===== config.mk =====
export PLATFORM = sky130hd
export DESIGN_NAME = cphu_top
export DESIGN_NICKNAME = d
export VERILOG_FILES = /design/src/hw/cphu_pkg.sv /design/src/hw/cphu_addr_gen.sv /design/src/hw/cphu_placement.sv /design/src/hw/cphu_top.sv
export SDC_FILE = /design/constraint.sdc
export NUM_CORES = 1
export LEC_CHECK = 0
export BUFFER_PORTS_ARGS = -buffer_cell sky130_fd_sc_hd__buf_2
export CAP_MARGIN = 30
export CORE_MARGIN = 5
export CORE_UTILIZATION = 45
export DETAILED_ROUTE_END_ITERATION = 6
export PLACE_DENSITY = 0.75
export SYNTH_ARGS = -nofsm -noshare
export SYNTH_HDL_FRONTEND = slang
export SYNTH_HIERARCHICAL = 1
export SYNTH_SLANG_ARGS = --single-unit

===== constraint.sdc =====
create_clock -name core_clk -period 6.8 [get_ports core_clk]
set_input_delay 1.02 -clock core_clk [delete_from_list [all_inputs] [get_ports core_clk]]
set_output_delay 1.02 -clock core_clk [all_outputs]
set_load 0.01 [all_outputs]

===== src/hw/cphu_pkg.sv =====
// Constants and types for the prefetch hint unit
package cphu_pkg;
  localparam int ADDR_W   = 64;
  localparam int OFFS_W   = 16;
  localparam int HINT_W   = 5;
  localparam int CCA_W    = 3;
  localparam int LINE_SH  = 5;
  localparam logic [2:0] CCA_UNCACHED = 3'h2;
  localparam logic [4:0] H_LOAD    = 5'h00;
  localparam logic [4:0] H_STORE   = 5'h01;
  localparam logic [4:0] H_LD_STRM = 5'h04;
  localparam logic [4:0] H_ST_STRM = 5'h05;
  localparam logic [4:0] H_LD_RET  = 5'h06;
  localparam logic [4:0] H_ST_RET  = 5'h07;
  localparam logic [4:0] H_WB_INV  = 5'h19;
  localparam logic [4:0] H_ZERO    = 5'h1E;

  // Memory command kinds issued toward the cache
  typedef enum logic [2:0] {
    CMD_NONE    = 3'h0,
    CMD_FETCH   = 3'h1,
    CMD_WB_INV  = 3'h2,
    CMD_ZERO    = 3'h3,
    CMD_VICT_WB = 3'h4
  } cphu_cmd_e;

  typedef enum logic [2:0] {
    ST_IDLE  = 3'b000,
    ST_XLAT  = 3'b001,
    ST_ISSUE = 3'b011,
    ST_WAIT  = 3'b010,
    ST_FILL  = 3'b110
  } cphu_state_e;

  // Hint action class
  typedef struct packed {
    logic act;
    logic store;
    logic stream;
    logic retain;
    logic wbinv;
    logic zero;
  } cphu_hint_s;

  function automatic cphu_hint_s cphu_decode(input logic [4:0] h);
    cphu_hint_s r;
    r = '0;
    case (h)
      H_LOAD:    r = '{1'b1, 1'b0, 1'b0, 1'b0, 1'b0, 1'b0};
      H_STORE:   r = '{1'b1, 1'b1, 1'b0, 1'b0, 1'b0, 1'b0};
      H_LD_STRM: r = '{1'b1, 1'b0, 1'b1, 1'b0, 1'b0, 1'b0};
      H_ST_STRM: r = '{1'b1, 1'b1, 1'b1, 1'b0, 1'b0, 1'b0};
      H_LD_RET:  r = '{1'b1, 1'b0, 1'b0, 1'b1, 1'b0, 1'b0};
      H_ST_RET:  r = '{1'b1, 1'b1, 1'b0, 1'b1, 1'b0, 1'b0};
      H_WB_INV:  r = '{1'b1, 1'b0, 1'b0, 1'b0, 1'b1, 1'b0};
      H_ZERO:    r = '{1'b1, 1'b1, 1'b0, 1'b0, 1'b0, 1'b1};
      default:   r = '0;
    endcase
    return r;
  endfunction
endpackage


===== src/hw/cphu_addr_gen.sv =====
// Effective address former for both prefetch forms
`timescale 1ns/10ps
module cphu_addr_gen
  import cphu_pkg::*;
(
  input  wire logic [ADDR_W-1:0] baseVal,
  input  wire logic [ADDR_W-1:0] indexVal,
  input  wire logic [OFFS_W-1:0] offsetVal,
  input  wire logic              isIndexed,
  output logic      [ADDR_W-1:0] effAddr
);
  wire logic [ADDR_W-1:0] sextOffs;
  assign sextOffs = {{(ADDR_W-OFFS_W){offsetVal[OFFS_W-1]}}, offsetVal};
  // Only the addend differs between the forms
  assign effAddr = baseVal + (isIndexed ? indexVal : sextOffs);
endmodule


===== src/hw/cphu_placement.sv =====
// Way placement keeping streamed lines away from retained ones
`timescale 1ns/10ps
module cphu_placement
  import cphu_pkg::*;
(
  input  wire logic       isStream,
  input  wire logic       isRetain,
  input  wire logic [3:0] wayLocked,
  input  wire logic [3:0] wayRetained,
  input  wire logic [1:0] lruWay,
  output logic [1:0]      victimWay,
  output logic            victimOk
);
  // Streamed data is confined to way 0 and gets no way if way 0 is retained; retained avoids it
  wire logic [3:0] allowed;
  wire logic [3:0] strmMask;
  wire logic [3:0] retMask;
  assign strmMask = 4'h1 & ~wayRetained;
  assign retMask  = 4'hE;
  assign allowed = ~wayLocked & (isStream ? strmMask :
                   isRetain ? retMask : ~wayRetained);
  assign victimOk = |allowed;
  assign victimWay = allowed[lruWay] ? lruWay :
                     allowed[1] ? 2'h1 : allowed[2] ? 2'h2 :
                     allowed[3] ? 2'h3 : 2'h0;
endmodule


===== src/hw/cphu_top.sv =====
// Prefetch hint unit: address, translation, hint action sequencing
`timescale 1ns/10ps
module cphu_top
  import cphu_pkg::*;
(
  input  wire logic              core_clk,
  input  wire logic              rstn,
  input  wire logic              issueValid,
  input  wire logic              isIndexed,
  input  wire logic              fpuUsable,
  input  wire logic              fpuPresent,
  input  wire logic [HINT_W-1:0] hintField,
  input  wire logic [ADDR_W-1:0] baseVal,
  input  wire logic [ADDR_W-1:0] indexVal,
  input  wire logic [OFFS_W-1:0] offsetVal,
  input  wire logic              xlatDone,
  input  wire logic              xlatHit,
  input  wire logic              xlatMapped,
  input  wire logic              xlatAddrErr,
  input  wire logic [ADDR_W-1:0] physAddr,
  input  wire logic [CCA_W-1:0]  cacheCoherencyAttr,
  input  wire logic              cacheHit,
  input  wire logic              hitLocked,
  input  wire logic              hitDirty,
  input  wire logic [3:0]        wayLocked,
  input  wire logic [3:0]        wayRetained,
  input  wire logic [3:0]        wayValidDirty,
  input  wire logic [1:0]        lruWay,
  input  wire logic              memReady,
  input  wire logic              memDone,
  output logic                   retireValid,
  output logic                   excCopUnusable,
  output logic                   excReservedInstr,
  output logic                   regWriteEn,
  output logic                   xlatReq,
  output logic      [ADDR_W-1:0] virtualAddr,
  output logic                   memReq,
  output logic      [2:0]        memCmd,
  output logic      [ADDR_W-1:0] memAddr,
  output logic      [CCA_W-1:0]  memCca,
  output logic                   memStoreIntent,
  output logic                   memStream,
  output logic                   memRetain,
  output logic      [1:0]        memWay,
  output logic                   busy
);
  cphu_state_e     state_q, state_d;
  cphu_hint_s      hint_q;
  logic            retire_q, copExc_q, riExc_q, xreq_q;
  logic [ADDR_W-1:0] va_q, pa_q;
  logic [CCA_W-1:0]  cca_q;
  logic            mreq_q;
  cphu_cmd_e       mcmd_q;
  logic [1:0]      way_q;
  logic            zeroPend_q;
  logic            busy_q, regWr_q;

  wire logic [ADDR_W-1:0] effAddr;
  wire cphu_hint_s        hintDec;
  wire logic              fpuBad;
  wire logic              accept;
  wire logic              xlatOk;
  wire logic              cachedOk;
  wire logic [1:0]        victimWay;
  wire logic              victimOk;
  wire logic              victimDirty;
  wire logic              zeroMiss;
  wire logic              doFetch;
  wire logic              doWbInv;

  cphu_addr_gen u_addr (
    .baseVal   (baseVal),
    .indexVal  (indexVal),
    .offsetVal (offsetVal),
    .isIndexed (isIndexed),
    .effAddr   (effAddr)
  );

  cphu_placement u_place (
    .isStream    (hint_q.stream),
    .isRetain    (hint_q.retain),
    .wayLocked   (wayLocked),
    .wayRetained (wayRetained),
    .lruWay      (lruWay),
    .victimWay   (victimWay),
    .victimOk    (victimOk)
  );

  // Hint decoded identically for both forms; unused codes are no-ops
  assign hintDec = cphu_decode(hintField);
  assign fpuBad = isIndexed & ~(fpuPresent & fpuUsable);
  assign accept = issueValid & (state_q == ST_IDLE) & ~fpuBad;
  // Address errors and TLB misses silently drop the prefetch
  assign xlatOk = (xlatHit | ~xlatMapped) & ~xlatAddrErr;
  assign cachedOk = cacheCoherencyAttr != CCA_UNCACHED;
  assign victimDirty = wayValidDirty[victimWay];
  assign zeroMiss = hint_q.zero & ~cacheHit & victimOk;
  // Locked lines are left alone; only writeback invalidate acts on a resident line
  assign doFetch = hint_q.act & ~hint_q.wbinv & ~hint_q.zero &
                   ~cacheHit & victimOk;
  assign doWbInv = hint_q.wbinv & cacheHit & hitDirty & ~hitLocked;

  always_comb begin
    state_d = state_q;
    case (state_q)
      ST_IDLE:  if (accept && hintDec.act) state_d = ST_XLAT;
      ST_XLAT:  if (xlatDone) state_d = (xlatOk && cachedOk) ?
                                        ST_ISSUE : ST_IDLE;
      ST_ISSUE: begin
        if (zeroMiss || doFetch || doWbInv) state_d = ST_WAIT;
        else state_d = ST_IDLE;
      end
      ST_WAIT:  if (memReady) state_d = ST_FILL;
      ST_FILL:  if (memDone) state_d = zeroPend_q ? ST_WAIT : ST_IDLE;
      default:  state_d = ST_IDLE;
    endcase
  end

  always_ff @(posedge core_clk) begin
    if (!rstn) begin
      state_q <= ST_IDLE;
    end else begin
      state_q <= state_d;
    end
  end

  // Retire and exceptions do not wait for the fetch
  always_ff @(posedge core_clk) begin
    if (!rstn) begin
      retire_q <= 1'b0;
      copExc_q <= 1'b0;
      riExc_q  <= 1'b0;
    end else begin
      retire_q <= issueValid & (state_q == ST_IDLE) & ~fpuBad;
      copExc_q <= issueValid & isIndexed & fpuPresent & ~fpuUsable;
      riExc_q  <= issueValid & isIndexed & ~fpuPresent;
    end
  end

  always_ff @(posedge core_clk) begin
    if (!rstn) begin
      hint_q <= '0;
      va_q   <= '0;
      xreq_q <= 1'b0;
    end else begin
      xreq_q <= accept & hintDec.act;
      if (accept) begin
        hint_q <= hintDec;
        va_q   <= effAddr;
      end
    end
  end

  always_ff @(posedge core_clk) begin
    if (!rstn) begin
      pa_q  <= '0;
      cca_q <= '0;
    end else if (state_q == ST_XLAT && xlatDone) begin
      pa_q  <= {physAddr[ADDR_W-1:LINE_SH], {LINE_SH{1'b0}}};
      cca_q <= cacheCoherencyAttr;
    end
  end

  // Zero-allocate with dirty victim: writeback first, then zero fill
  always_ff @(posedge core_clk) begin
    if (!rstn) begin
      mreq_q     <= 1'b0;
      mcmd_q     <= CMD_NONE;
      way_q      <= 2'h0;
      zeroPend_q <= 1'b0;
    end else begin
      if (state_q == ST_ISSUE) begin
        mreq_q <= zeroMiss | doFetch | doWbInv;
        way_q  <= victimWay;
        zeroPend_q <= zeroMiss & victimDirty;
        if (zeroMiss)
          mcmd_q <= victimDirty ? CMD_VICT_WB : CMD_ZERO;
        else if (doWbInv)
          mcmd_q <= CMD_WB_INV;
        else if (doFetch)
          mcmd_q <= CMD_FETCH;
        else
          mcmd_q <= CMD_NONE;
      end else if (state_q == ST_WAIT && memReady) begin
        mreq_q <= 1'b0;
      end else if (state_q == ST_FILL && memDone) begin
        if (zeroPend_q) begin
          mreq_q     <= 1'b1;
          mcmd_q     <= CMD_ZERO;
          zeroPend_q <= 1'b0;
        end else begin
          mcmd_q <= CMD_NONE;
        end
      end
    end
  end

  // Busy has its own flop so the pipeline never sees a decode glitch
  always_ff @(posedge core_clk) begin
    if (!rstn) begin
      busy_q  <= 1'b0;
      regWr_q <= 1'b0;
    end else begin
      busy_q  <= state_d != ST_IDLE;
      regWr_q <= 1'b0;
    end
  end

  assign retireValid      = retire_q;
  assign excCopUnusable   = copExc_q;
  assign excReservedInstr = riExc_q;
  assign regWriteEn       = regWr_q;
  assign xlatReq          = xreq_q;
  assign virtualAddr      = va_q;
  assign memReq           = mreq_q;
  assign memCmd           = mcmd_q;
  assign memAddr          = pa_q;
  assign memCca           = cca_q;
  assign memStoreIntent   = hint_q.store;
  assign memStream        = hint_q.stream;
  assign memRetain        = hint_q.retain;
  assign memWay           = way_q;
  assign busy             = busy_q;
endmodule


======== Word-level counts from Yosys, hierarchy flattened ========
Memory sizes are Yosys's and may differ from the RTL's.
Cells that the tools add are included.
operators by class
  add/subtract/negate cells ............... 1
  $lt $le $gt $ge ......................... 2
  eq/ne operators ......................... 6
  mux-type cells .......................... 34
  bitwise operators ....................... 36
  reduce and logical (&&, ||, !) cells .... 15
operator list
  operator            count
  $add 64x64->64      1
  $mux 64             1
  $mux 3              9
  $and 1x1->1         20
  $mux 2              9
  $pmux 3 s5          1
  $mux 1              10
  $not 1->1           10
  $reduce_bool 3->1   3
  $mux 4              2
  $not 4->4           2
  $eq 3x2->1 const B  2
  $lt 2x3->1 const B  2
  $logic_and 1x1->1   5
  $and 4x4->4         1
  $bmux 1 s2          2
  $reduce_and 2->1    2
  $reduce_or 4->1     1
  $eq 3x1->1 const B  1
  $eq 3x3->1 const B  1
  $logic_not 3->1     1
  $ne 3x2->1 const B  1
  $or 1x1->1          3
  $logic_or 1x1->1    2
  other kinds (2)     2
word-level totals
  register bits ........................... 147
  ROM bits ................................ 192
  input bits .............................. 245
  output and inout bits ................... 146
  word-level logic and storage cells ...... 114
  memories kept ........................... 1
memories
  memory           depth  width  rd ports  clocked after Yosys merged registers in  wr ports  line            source
  (no name shown)  32     6      1         0                                        0         cphu_pkg.sv:48  case (h)

======== Longest topological paths before layout ========
Gate-level depths: netlist of the first run.
  depth in word-level cells ............... 13
  depth in mapped cells ................... 18
  mapped depth without buffers ............ 14

======== Hierarchy ========
Netlist of the first run, hierarchy kept.
by module, submodules not included
  module          times used  cells an instance  area an instance (µm²)  seq. area each (µm²)
  cphu_top        1           661                5624.1                  2922.8
  cphu_addr_gen   1           666                4304.1                  0.0
  cphu_placement  1           17                 150.1                   0.0

======== Worst setup path after synthesis of the first run ========
Ideal clock, no wire load.
  kind .................................... input -> register
  from .................................... in isIndexed
  to ...................................... reg va_q[60] (netlist: virtualAddr[60])
  setup time .............................. 76 ps
  arrival time ............................ 4448 ps
  data required time ...................... 6724 ps
  slack ................................... 2277 ps
  stages .................................. 16
  buffers on the path ..................... 2
  cells stage by stage .................... clkbuf_1 > buf_1 > mux2_2 > ha_1 > fa_1 > a21o_1 > nand4_1 > a21oi_1 > o21ai_0 > a311oi_1 > o21a_1 > o211a_1 > o21a_1 > a211oi_1 > nand2_1 > a21boi_0
between the ends
  elaborated cells on any way between the ends .. 5
  classes of those cells .................. add/sub (1); mux (1); bitwise (3)
RTL lines
  element                line                 source
  start, declared        cphu_top.sv:9        input wire logic isIndexed,
  $mux 64                cphu_addr_gen.sv:15  assign effAddr = baseVal + (isIndexed ? indexVal : sextOffs);
  $add 64x64->64         cphu_addr_gen.sv:15
  named net effAddr[60]  cphu_top.sv:58       wire logic [ADDR_W-1:0] effAddr;
  end signal, assigned   cphu_top.sv:149      va_q <= effAddr;
  end, declared          cphu_top.sv:50       logic [ADDR_W-1:0] va_q, pa_q;
The timed path passes the listed nets, and every way through them passes these cells.
A chain may end at the register's enable or synchronous reset.

======== Final worst setup path of the first run ========
  from .................................... in isIndexed
  to ...................................... reg va_q[57] (netlist: virtualAddr[57])
Same word-level chain as after synthesis.

==> load_flow_metrics.sql, run 1 <==
INSERT INTO impl_metrics (metric_group, metric, value, unit) VALUES
('global_route', 'grt_pass1_wl', '51500', 'µm'),
('synthesis', 'synthArstFlopShare', '0', ''),
('setup_path', 'critical_register_to_register_path_startpoint', 'state_q[1]', ''),
('cells_and_area', 'nNetsFinal', '1981', ''),
('route', 'number_of_detailed_routing_iterations_run_before_antenna_repair', '6', ''),
('clock_network', 'cts_hold_repair.buffers', '0', ''),
('power', 'pwr-share-clk', '0.347', ''),
('sta', 'final_period_minus_worst_setup_slack', '4.85', 'ns'),
('sta', 'worst-slew-pin-transition', '0.970', 'ns'),
('route', 'routedWlPerCell', '16.5', 'µm'),
('setup_path', 'crit_chain', 'buf_2 -> buf_4 -> mux2_2 -> ha_1 -> a211oi_1 -> o21ai_1 -> a31oi_1 -> a2111oi_4 -> nor3_2 -> o221ai_2 -> o31ai_4 -> o21ai_1 -> xnor2_1 -> nand2_1 -> a21boi_0', ''),
('setup_path', 'timing.reg2reg.worst_path_depth', '5', ''),
('setup_path', 'crit_top_cell', 'sky130_fd_sc_hd__o21ai_1', ''),
('worst_hold_path', 'timing.hold.worst.start', 'virtualAddr[53]', ''),
('power', 'irDropWorstVdd', '0.119', 'mV'),
('clock_network', 'tritoncts', 'built', ''),
('synthesis', 'gate_count_after_technology_mapping', '1344', ''),
('clock_network', 'numClockSinks', '146', ''),
('synthesis', 'synth_warnings', '6', ''),
('placed_design', 'pre_cts_slack', '1.63', 'ns'),
('cells_and_area', 'final_core_util', '0.575', ''),
('synthesis', 'synth_top_cell_by_area', 'sky130_fd_sc_hd__dfxtp_1', ''),
('sta', 'hold-worst-slack', '0.460', 'ns'),
('synthesis', 'synth_seq_cells', '146', ''),
('sta', 'report.final.slew_viol_count', '0', ''),
('sta', 'period_share', '0.713', ''),
('worst_hold_path', 'holdPathEnd', 'virtualAddr[53]', ''),
('placed_design', 'port_buffers', '379', ''),
('setup_path', 'worst_endpoint_required_time', '7.15', 'ns'),
('synthesis', 'number_of_enable_type_register_cells_in_the_synthesized_netlist', '0', ''),
('sta', 'clock-skew-final', '0.00855', 'ns'),
('synthesis', 'synth_ff_type', 'sky130_fd_sc_hd__dfxtp_1', ''),
('power', 'cell_internal_pwr', '0.00172', 'W'),
('worst_hold_path', 'hold_depth', '2', ''),
('route', 'route.detailed.vias_per_inst', '5.33', ''),
('worst_hold_path', 'worstHoldPathType', 'register to register', ''),
('setup_path', 'critical_path.endpoint_type', 'register', ''),
('clock_network', 'cts_buffer_depth', '2', ''),
('clock_network', 'cts_root_buffer', 'sky130_fd_sc_hd__clkbuf_16', ''),
('status', 'result_of_the_run', 'finished, final reports clean', ''),
('setup_path', 'setup.worst_path.class', 'primary input to register', ''),
('floorplan', 'coreArea', '0.0220', 'mm²'),
('floorplan', 'die_width', '160', 'µm'),
('clock_network', 'cts.repair_timing.setup_buffer_count', '0', ''),
('sta', 'totalNegativeSetupSlack', '0', 'ns'),
('setup_path', 'critical_path.max_stage_delay', '0.59', 'ns'),
('placed_design', 'place_congestion', '0.941', ''),
('power', 'p_sw_frac', '0.345', ''),
('global_route', 'initial_antenna_violation_count', '5', ''),
('power', 'pwr-share-seq', '0.352', ''),
('global_route', 'grt_pass1_vias', '10000', ''),
('sta', 'timing.max_slew.rel_slack', '0.353', ''),
('global_route', 'grt.total_usage', '0.244', ''),
('clock_network', 'cts.reportedPaths.clkPinSlew', '0.07', 'ns'),
('route', 'drt-initial-drc-count', '633', ''),
('sta', 'postLayoutSetupSlackWorst', '1.95', 'ns'),
('setup_path', 'r2r_setup_slack', '4.26', 'ns'),
('sta', 'final-setup-viol-count', '0', ''),
('synthesis', 'synth-seq-area-share', '0.290', ''),
('route', 'postRouteAntennaNets', '0', ''),
('route', 'detailroute.via_count', '10500', ''),
('global_route', 'gr-total-overflow', '0', ''),
('setup_path', 'rr_endpoint', 'hint_q[5]', ''),
('setup_path', 'crit_path_top_delay_cell', 'sky130_fd_sc_hd__buf_4', ''),
('synthesis', 'synth_top_cell_area_share', '0.290', ''),
('cells_and_area', 'final_layout_size_suffix_gt1_frac', '0.271', ''),
('sta', 'final-hold-violation-count', '0', ''),
('floorplan', 'initial_core_util', '0.459', ''),
('setup_path', 'crit_fanout', '67', ''),
('route', 'post-route-drc-count', '0', ''),
('floorplan', 'die_area', '0.0255', 'mm²');
[placed cells by master (no fill, tap or decap), types with 5 or more instances in the layout]
cell type and instances:
sky130_fd_sc_hd__nand2_1 415, sky130_fd_sc_hd__buf_2 378, sky130_fd_sc_hd__dfxtp_1 146, sky130_fd_sc_hd__a21boi_0 132, sky130_fd_sc_hd__a21oi_1 80, sky130_fd_sc_hd__ha_1 63
sky130_fd_sc_hd__nor2_1 43, sky130_fd_sc_hd__a21o_1 42, sky130_fd_sc_hd__o21ai_0 41, sky130_fd_sc_hd__xnor2_1 39, sky130_fd_sc_hd__inv_1 21, sky130_fd_sc_hd__xor2_1 21
sky130_fd_sc_hd__o21bai_1 18, sky130_fd_sc_hd__clkbuf_16 17, sky130_fd_sc_hd__nand4_1 16, sky130_fd_sc_hd__mux2_2 15, sky130_fd_sc_hd__a31oi_1 14, sky130_fd_sc_hd__a211oi_1 13
sky130_fd_sc_hd__nand3_1 12, sky130_fd_sc_hd__nor2b_1 11, sky130_fd_sc_hd__o21a_1 10, sky130_fd_sc_hd__and2_1 9, sky130_fd_sc_hd__nor3_1 9, sky130_fd_sc_hd__inv_6 7
sky130_fd_sc_hd__conb_1 6, sky130_fd_sc_hd__diode_2 5, sky130_fd_sc_hd__a21boi_1 5, sky130_fd_sc_hd__buf_4 5
[how the worst max path moves through the flow]
stage	start	to	slack (ns)	cells past startpoint
after floorplan	isIndexed	virtualAddr[60]	2.28	16
after global placement	isIndexed	virtualAddr[63]	1.68	15
after detailed placement	isIndexed	virtualAddr[57]	1.63	15
after CTS	isIndexed	virtualAddr[63]	2.05	15
after global routing	isIndexed	virtualAddr[56]	1.70	16
final	isIndexed	virtualAddr[57]	1.95	15
[cell families (layout without fill, tap and decap cells)]
group / count (synthesis) / after routing / synth area share
simple gates: 554 / 554 / 0.233
compound gates: 399 / 399 / 0.279
flops: 146 / 146 / 0.290
buf+inv: 103 / 439 / 0.0451
fa+ha+maj: 64 / 64 / 0.0802
xor+xnor: 60 / 60 / 0.0521
mux: 17 / 17 / 0.0200
other cells: 1 / 11 / 0.000372
[per-stage QoR]
stage,instances,cell area (µm²)
final,1970,12600
after CTS,1965,12600
after floorplan,1349,10100
after detailed placement,1933,12100
after global routing,1970,12600
after global placement,1931,12000
[power by group through the flow]
stage | combinational, W | sequential (W) | clock [W]
detailed placement | 0.000777 | 0.000944 | 0
CTS | 0.000783 | 0.000924 | 0.000929
floorplan | 0.000511 | 0.000964 | 0
global placement | 0.000771 | 0.000943 | 0
global route | 0.000869 | 0.000929 | 0.000967
finish | 0.000789 | 0.000924 | 0.000910
[cell type report]
| cell class | count | area [µm²] |
|---|---|---|
| Antenna cell | 5 | 12.5 |
| Clock inverter | 15 | 143 |
| Clock buffer | 17 | 425 |
| Multi-Input combinational cell | 1100 | 6730 |
| Sequential cell | 146 | 2920 |
| Inverter | 22 | 82.6 |
| Fill cell | 2140 | 9330 |
| Timing Repair Buffer | 385 | 1970 |
| Tap cell | 280 | 350 |
[routing by layer]
metal,track usage,vias up,part of all wire
met1,0.305,4752,0.42
met2,0.417,392,0.48
li1,-,5298,-
met3,0.0515,51,0.071
met5,0,-,0
met4,0.0872,0,0.023
[worst max-delay path, delay by kind of cell]
| family | cells | cell delay [ns] |
|---|---|---|
| AO/OA/AOI/OAI | 8 | 2.02 |
| buffers and inverters | 2 | 0.67 |
| AND/OR/NAND/NOR | 2 | 0.51 |
| multiplexers | 1 | 0.43 |
| adder cells (fa/ha/maj) | 1 | 0.36 |
| XOR/XNOR | 1 | 0.18 |
[registers in the layout, summed over array words and instances, names as in the netlist]
register,count
busy,1
excCopUnusable,1
excReservedInstr,1
hint_q,3
memAddr,59
memCca,3
memCmd,3
memReq,1
memRetain,1
memStoreIntent,1
memStream,1
memWay,2
retireValid,1
state_q,3
virtualAddr,64
xlatReq,1
[cells in the mapped netlist, drive strengths merged (5+ instances only)]
library cell	instances
xor2	21
o21a	10
nor3	10
nand4	16
a21boi	137
nor2	43
ha	63
o21bai	18
inv	22
nand2	416
a21oi	82
a21o	43
clkbuf	49
buf	32
and2	10
o21ai	45
o31ai	5
a211oi	13
xnor2	39
mux2	15
nand3	12
nor2b	11
dfxtp	146
nand2b	5
a31oi	14
(Power assumes the default switching activity.)
==> run 2, diff against run 1 <==
--- a/config.mk
+++ b/config.mk
@@ -5,6 +5,7 @@
 export SDC_FILE = /design/constraint.sdc
 export NUM_CORES = 1
 export LEC_CHECK = 0
+export ABC_AREA = 1
 export BUFFER_PORTS_ARGS = -buffer_cell sky130_fd_sc_hd__buf_2
 export CAP_MARGIN = 30
 export CORE_MARGIN = 5
==> constraint.sdc (replaced) <==
create_clock -name core_clk -period 3.9 [get_ports core_clk]
set_input_delay 0.585 -clock core_clk [delete_from_list [all_inputs] [get_ports core_clk]]
set_output_delay 0.585 -clock core_clk [all_outputs]
set_load 0.01 [all_outputs]
==> load_flow_metrics.sql, run 2 <==
INSERT INTO impl_metrics (metric_group, metric, value, unit) VALUES
('status', 'result_of_the_run', 'finished, final reports clean', ''),
('route', 'routedWlPerCell', '14.8', 'µm'),
('synthesis', 'number_of_enable_type_register_cells_in_the_synthesized_netlist', '0', ''),
('power', 'irDropWorstVdd', '0.283', 'mV'),
('cells_and_area', 'nNetsFinal', '2830', ''),
('sta', 'final-setup-viol-count', '0', ''),
('clock_network', 'numClockSinks', '146', ''),
('synthesis', 'ys_types', '31', ''),
('synthesis', 'syn_avg_cell_area', '5.49', 'µm²'),
('synthesis', 'synthArstFlopShare', '0', ''),
('placed_design', 'place_congestion', '0.961', ''),
('sta', 'worst-slew-pin-transition', '1.02', 'ns'),
('synthesis', 'synth_top_cell_area_share', '0.292', ''),
('floorplan', 'rows', '59', ''),
('clock_network', 'cts_root_buffer', 'sky130_fd_sc_hd__clkbuf_16', ''),
('synthesis', 'synth_top_cell_by_area', 'sky130_fd_sc_hd__nand2_1', ''),
('cells_and_area', 'final_layout_size_suffix_gt1_frac', '0.184', ''),
('setup_path', 'crit_fanout', '38', ''),
('floorplan', 'initial_core_util', '0.457', ''),
('cells_and_area', 'final_common_cell', 'sky130_fd_sc_hd__nand2_1', ''),
('floorplan', 'chipHeight', '173', 'µm'),
('synthesis', 'yosys-top-cells-area', 'sky130_fd_sc_hd__nand2_1, sky130_fd_sc_hd__dfxtp_1, sky130_fd_sc_hd__inv_1, sky130_fd_sc_hd__nor2_1, sky130_fd_sc_hd__ha_1', ''),
('setup_path', 'critical_path.endpoint_type', 'register', ''),
('synthesis', 'post-synth-top-count-cell', 'sky130_fd_sc_hd__nand2_1', ''),
('clock_network', 'cts_resized', '0', ''),
('clock_network', 'cts_buffers', '17', ''),
('setup_path', 'timing.critical_path.arrival', '3.24', 'ns'),
('sta', 'timing.max_slew.rel_slack', '0.318', ''),
('setup_path', 'worst_endpoint_required_time', '4.22', 'ns'),
('clock_network', 'tritoncts', 'built', ''),
('synthesis', 'mappedNetlistArea', '0.0119', 'mm²'),
('global_route', 'grt_pass1_vias', '13000', ''),
('worst_hold_path', 'worstHoldPathType', 'primary input to register', ''),
('sta', 'final_period_minus_worst_setup_slack', '2.91', 'ns'),
('synthesis', 'synth_ff_type', 'sky130_fd_sc_hd__dfxtp_1', ''),
('floorplan', 'boundaryPins', '391', ''),
('synthesis', 'synth-seq-area-share', '0.246', ''),
('synthesis', 'gate_count_after_technology_mapping', '2169', ''),
('power', 'power.static_leakage', '8.89', 'nW'),
('synthesis', 'synth_seq_cells', '146', ''),
('clock_network', 'cts.reportedPaths.clkPinSlew', '0.07', 'ns'),
('sta', 'clock-skew-final', '0.0170', 'ns'),
('placed_design', 'detailedPlacementHpwl', '35100', 'µm'),
('sta', 'totalNegativeSetupSlack', '0', 'ns'),
('clock_network', 'cts_hold_repair.buffers', '0', ''),
('floorplan', 'die_area', '0.0298', 'mm²'),
('clock_network', 'cts_buffer_depth', '2', ''),
('route', 'wirelength', '42500', 'µm'),
('cells_and_area', 'syn2layout_area_growth', '23.2', '%'),
('setup_path', 'setup.worst_path.class', 'primary input to register', ''),
('setup_path', 'startpoint_type', 'primary input', ''),
('power', 'cellPowerDensity', '340', 'mW/mm²'),
('sta', 'fmax', '0.343', 'GHz'),
('synthesis', 'synth_top_cells_by_count', 'sky130_fd_sc_hd__nand2_1, sky130_fd_sc_hd__inv_1, sky130_fd_sc_hd__nor2_1', ''),
('route', 'postRouteAntennaNets', '0', ''),
('floorplan', 'die_width', '173', 'µm'),
('global_route', 'grt_max_degree', '71', ''),
('clock_network', 'clk-insertion-delay-late', '0.43', 'ns'),
('route', 'number_of_detailed_routing_iterations_run_before_antenna_repair', '6', ''),
('global_route', 'grt.total_usage', '0.273', ''),
('placed_design', 'port_buffers', '379', ''),
('route', 'route.detailed.vias_per_inst', '4.86', ''),
('sta', 'period_share', '0.747', ''),
('sta', 'hold-worst-slack', '0.340', 'ns'),
('placed_design', 'pre_cts_slack', '0.555', 'ns'),
('cells_and_area', 'max_ffs_per_register', '64', ''),
('global_route', 'grt_pass1_wl', '67300', 'µm'),
('sta', 'final-hold-violation-count', '0', ''),
('route', 'post-route-drc-count', '0', ''),
('clock_network', 'cts-htree-levels', '4', ''),
('cells_and_area', 'layout.cells.most_common_list', 'sky130_fd_sc_hd__nand2_1, sky130_fd_sc_hd__buf_2, sky130_fd_sc_hd__inv_1', ''),
('flow_run', 'drv_cap', '0', ''),
('global_route', 'gr-total-overflow', '0', ''),
('power', 'power.total', '0.00498', 'W'),
('sta', 'postLayoutSetupSlackWorst', '0.985', 'ns'),
('synthesis', 'synth_warnings', '6', ''),
('clock_network', 'cts.repair_timing.setup_buffer_count', '0', ''),
('sta', 'grt_setup_unrepaired', 'no', ''),
('floorplan', 'coreArea', '0.0261', 'mm²'),
('global_route', 'initial_antenna_violation_count', '2', ''),
('sta', 'report.final.slew_viol_count', '0', ''),
('route', 'detailroute.via_count', '13900', ''),
('cells_and_area', 'final_core_util', '0.563', ''),
('cells_and_area', 'fillCellCount', '2762', ''),
('route', 'drt-initial-drc-count', '1015', '');
## run 2: changes by cell type after synthesis, moves of 14 or more
cell | previous run | this run
sky130_fd_sc_hd__mux2_2 | 15 | 0
sky130_fd_sc_hd__nand2_1 | 416 | 925
sky130_fd_sc_hd__a21boi_0 | 132 | 0
sky130_fd_sc_hd__xnor2_1 | 39 | 1
sky130_fd_sc_hd__o21ai_0 | 41 | 78
sky130_fd_sc_hd__o21bai_1 | 18 | 4
sky130_fd_sc_hd__a21oi_1 | 80 | 116
sky130_fd_sc_hd__nand3_1 | 12 | 63
sky130_fd_sc_hd__inv_1 | 21 | 343
sky130_fd_sc_hd__clkbuf_1 | 49 | 31
sky130_fd_sc_hd__a21o_1 | 43 | 0
sky130_fd_sc_hd__nor2_1 | 43 | 255
## run 2: per-layer routing
| layer | vias to the layer above | share of wire | wire, µm | global-route usage |
|---|---|---|---|---|
| met5 | - | 0 | 0 | 0 |
| met4 | 0 | 0.027 | 1170 | 0.0875 |
| met3 | 60 | 0.058 | 2470 | 0.0334 |
| met2 | 481 | 0.47 | 20100 | 0.471 |
| met1 | 6133 | 0.44 | 18800 | 0.355 |
| li1 | 7268 | - | - | - |
## run 2: where the power goes
part / switching, W / total, W / internal (W)
Combinational: 0.00109 / 0.00167 / 0.000574
Clock: 0.000825 / 0.00170 / 0.000871
Sequential: 0.0000428 / 0.00162 / 0.00158
Total: 0.00196 / 0.00498 / 0.00302
## run 2: layout make-up
type / instances / area [µm²] / area share
Antenna cell: 2 / 5.00 / 0.000341
Clock buffer: 17 / 425 / 0.0290
Clock inverter: 15 / 186 / 0.0127
Inverter: 347 / 1300 / 0.0889
Multi-Input combinational cell: 1620 / 7400 / 0.505
Sequential cell: 146 / 2920 / 0.199
Tap cell: 335 / 419 / 0.0286
Timing Repair Buffer: 389 / 2000 / 0.136
## run 2: cell families (layout without fill, tap and decap cells)
| kind of cell | after synthesis | in the layout | synth area share |
|---|---|---|---|
| and+or+nand+nor | 1319 | 1319 | 0.444 |
| adders and majority gates | 64 | 64 | 0.0679 |
| buffers and inverters | 408 | 768 | 0.134 |
| DFF | 146 | 146 | 0.246 |
| xor gates and xnor gates | 32 | 32 | 0.0236 |
| AOI/OAI and AO/OA | 199 | 199 | 0.0846 |
| other | 1 | 8 | 0.000315 |
## run 2: final timing paths
path / slack [ns] / cells past startpoint / startpoint / endpoint
min: 0.34 / 2 / fpuUsable / excCopUnusable
max reg2reg: 1.70 / 6 / state_q[2] / memCca[2]
max: 0.99 / 17 / isIndexed / virtualAddr[58]
min reg2reg: 0.46 / 2 / memAddr[29] / memAddr[29]
## run 2: worst max-delay path, cell delays in order
cell                      delay (ns)
sky130_fd_sc_hd__buf_2          0.09
sky130_fd_sc_hd__inv_1          0.04
sky130_fd_sc_hd__nand2_1        0.31
sky130_fd_sc_hd__buf_12         0.24
sky130_fd_sc_hd__nand2_1        0.07
sky130_fd_sc_hd__ha_1           0.36
sky130_fd_sc_hd__nand2_1        0.11
sky130_fd_sc_hd__nor2_1         0.16
sky130_fd_sc_hd__inv_1          0.09
sky130_fd_sc_hd__nor3_2         0.29
sky130_fd_sc_hd__nand3_1        0.13
sky130_fd_sc_hd__nand2_1        0.24
sky130_fd_sc_hd__nand2_1        0.19
sky130_fd_sc_hd__nand3_1        0.11
sky130_fd_sc_hd__nand2_1        0.05
sky130_fd_sc_hd__nor2_1         0.10
sky130_fd_sc_hd__nor2_1         0.06
## run 2: through the flow
step / cell area (µm²) / std cells
after CTS: 14700 / 2869
after global routing: 14700 / 2871
after floorplan: 11900 / 2174
final: 14700 / 2871
after detailed placement: 14000 / 2837
after global placement: 14000 / 2837
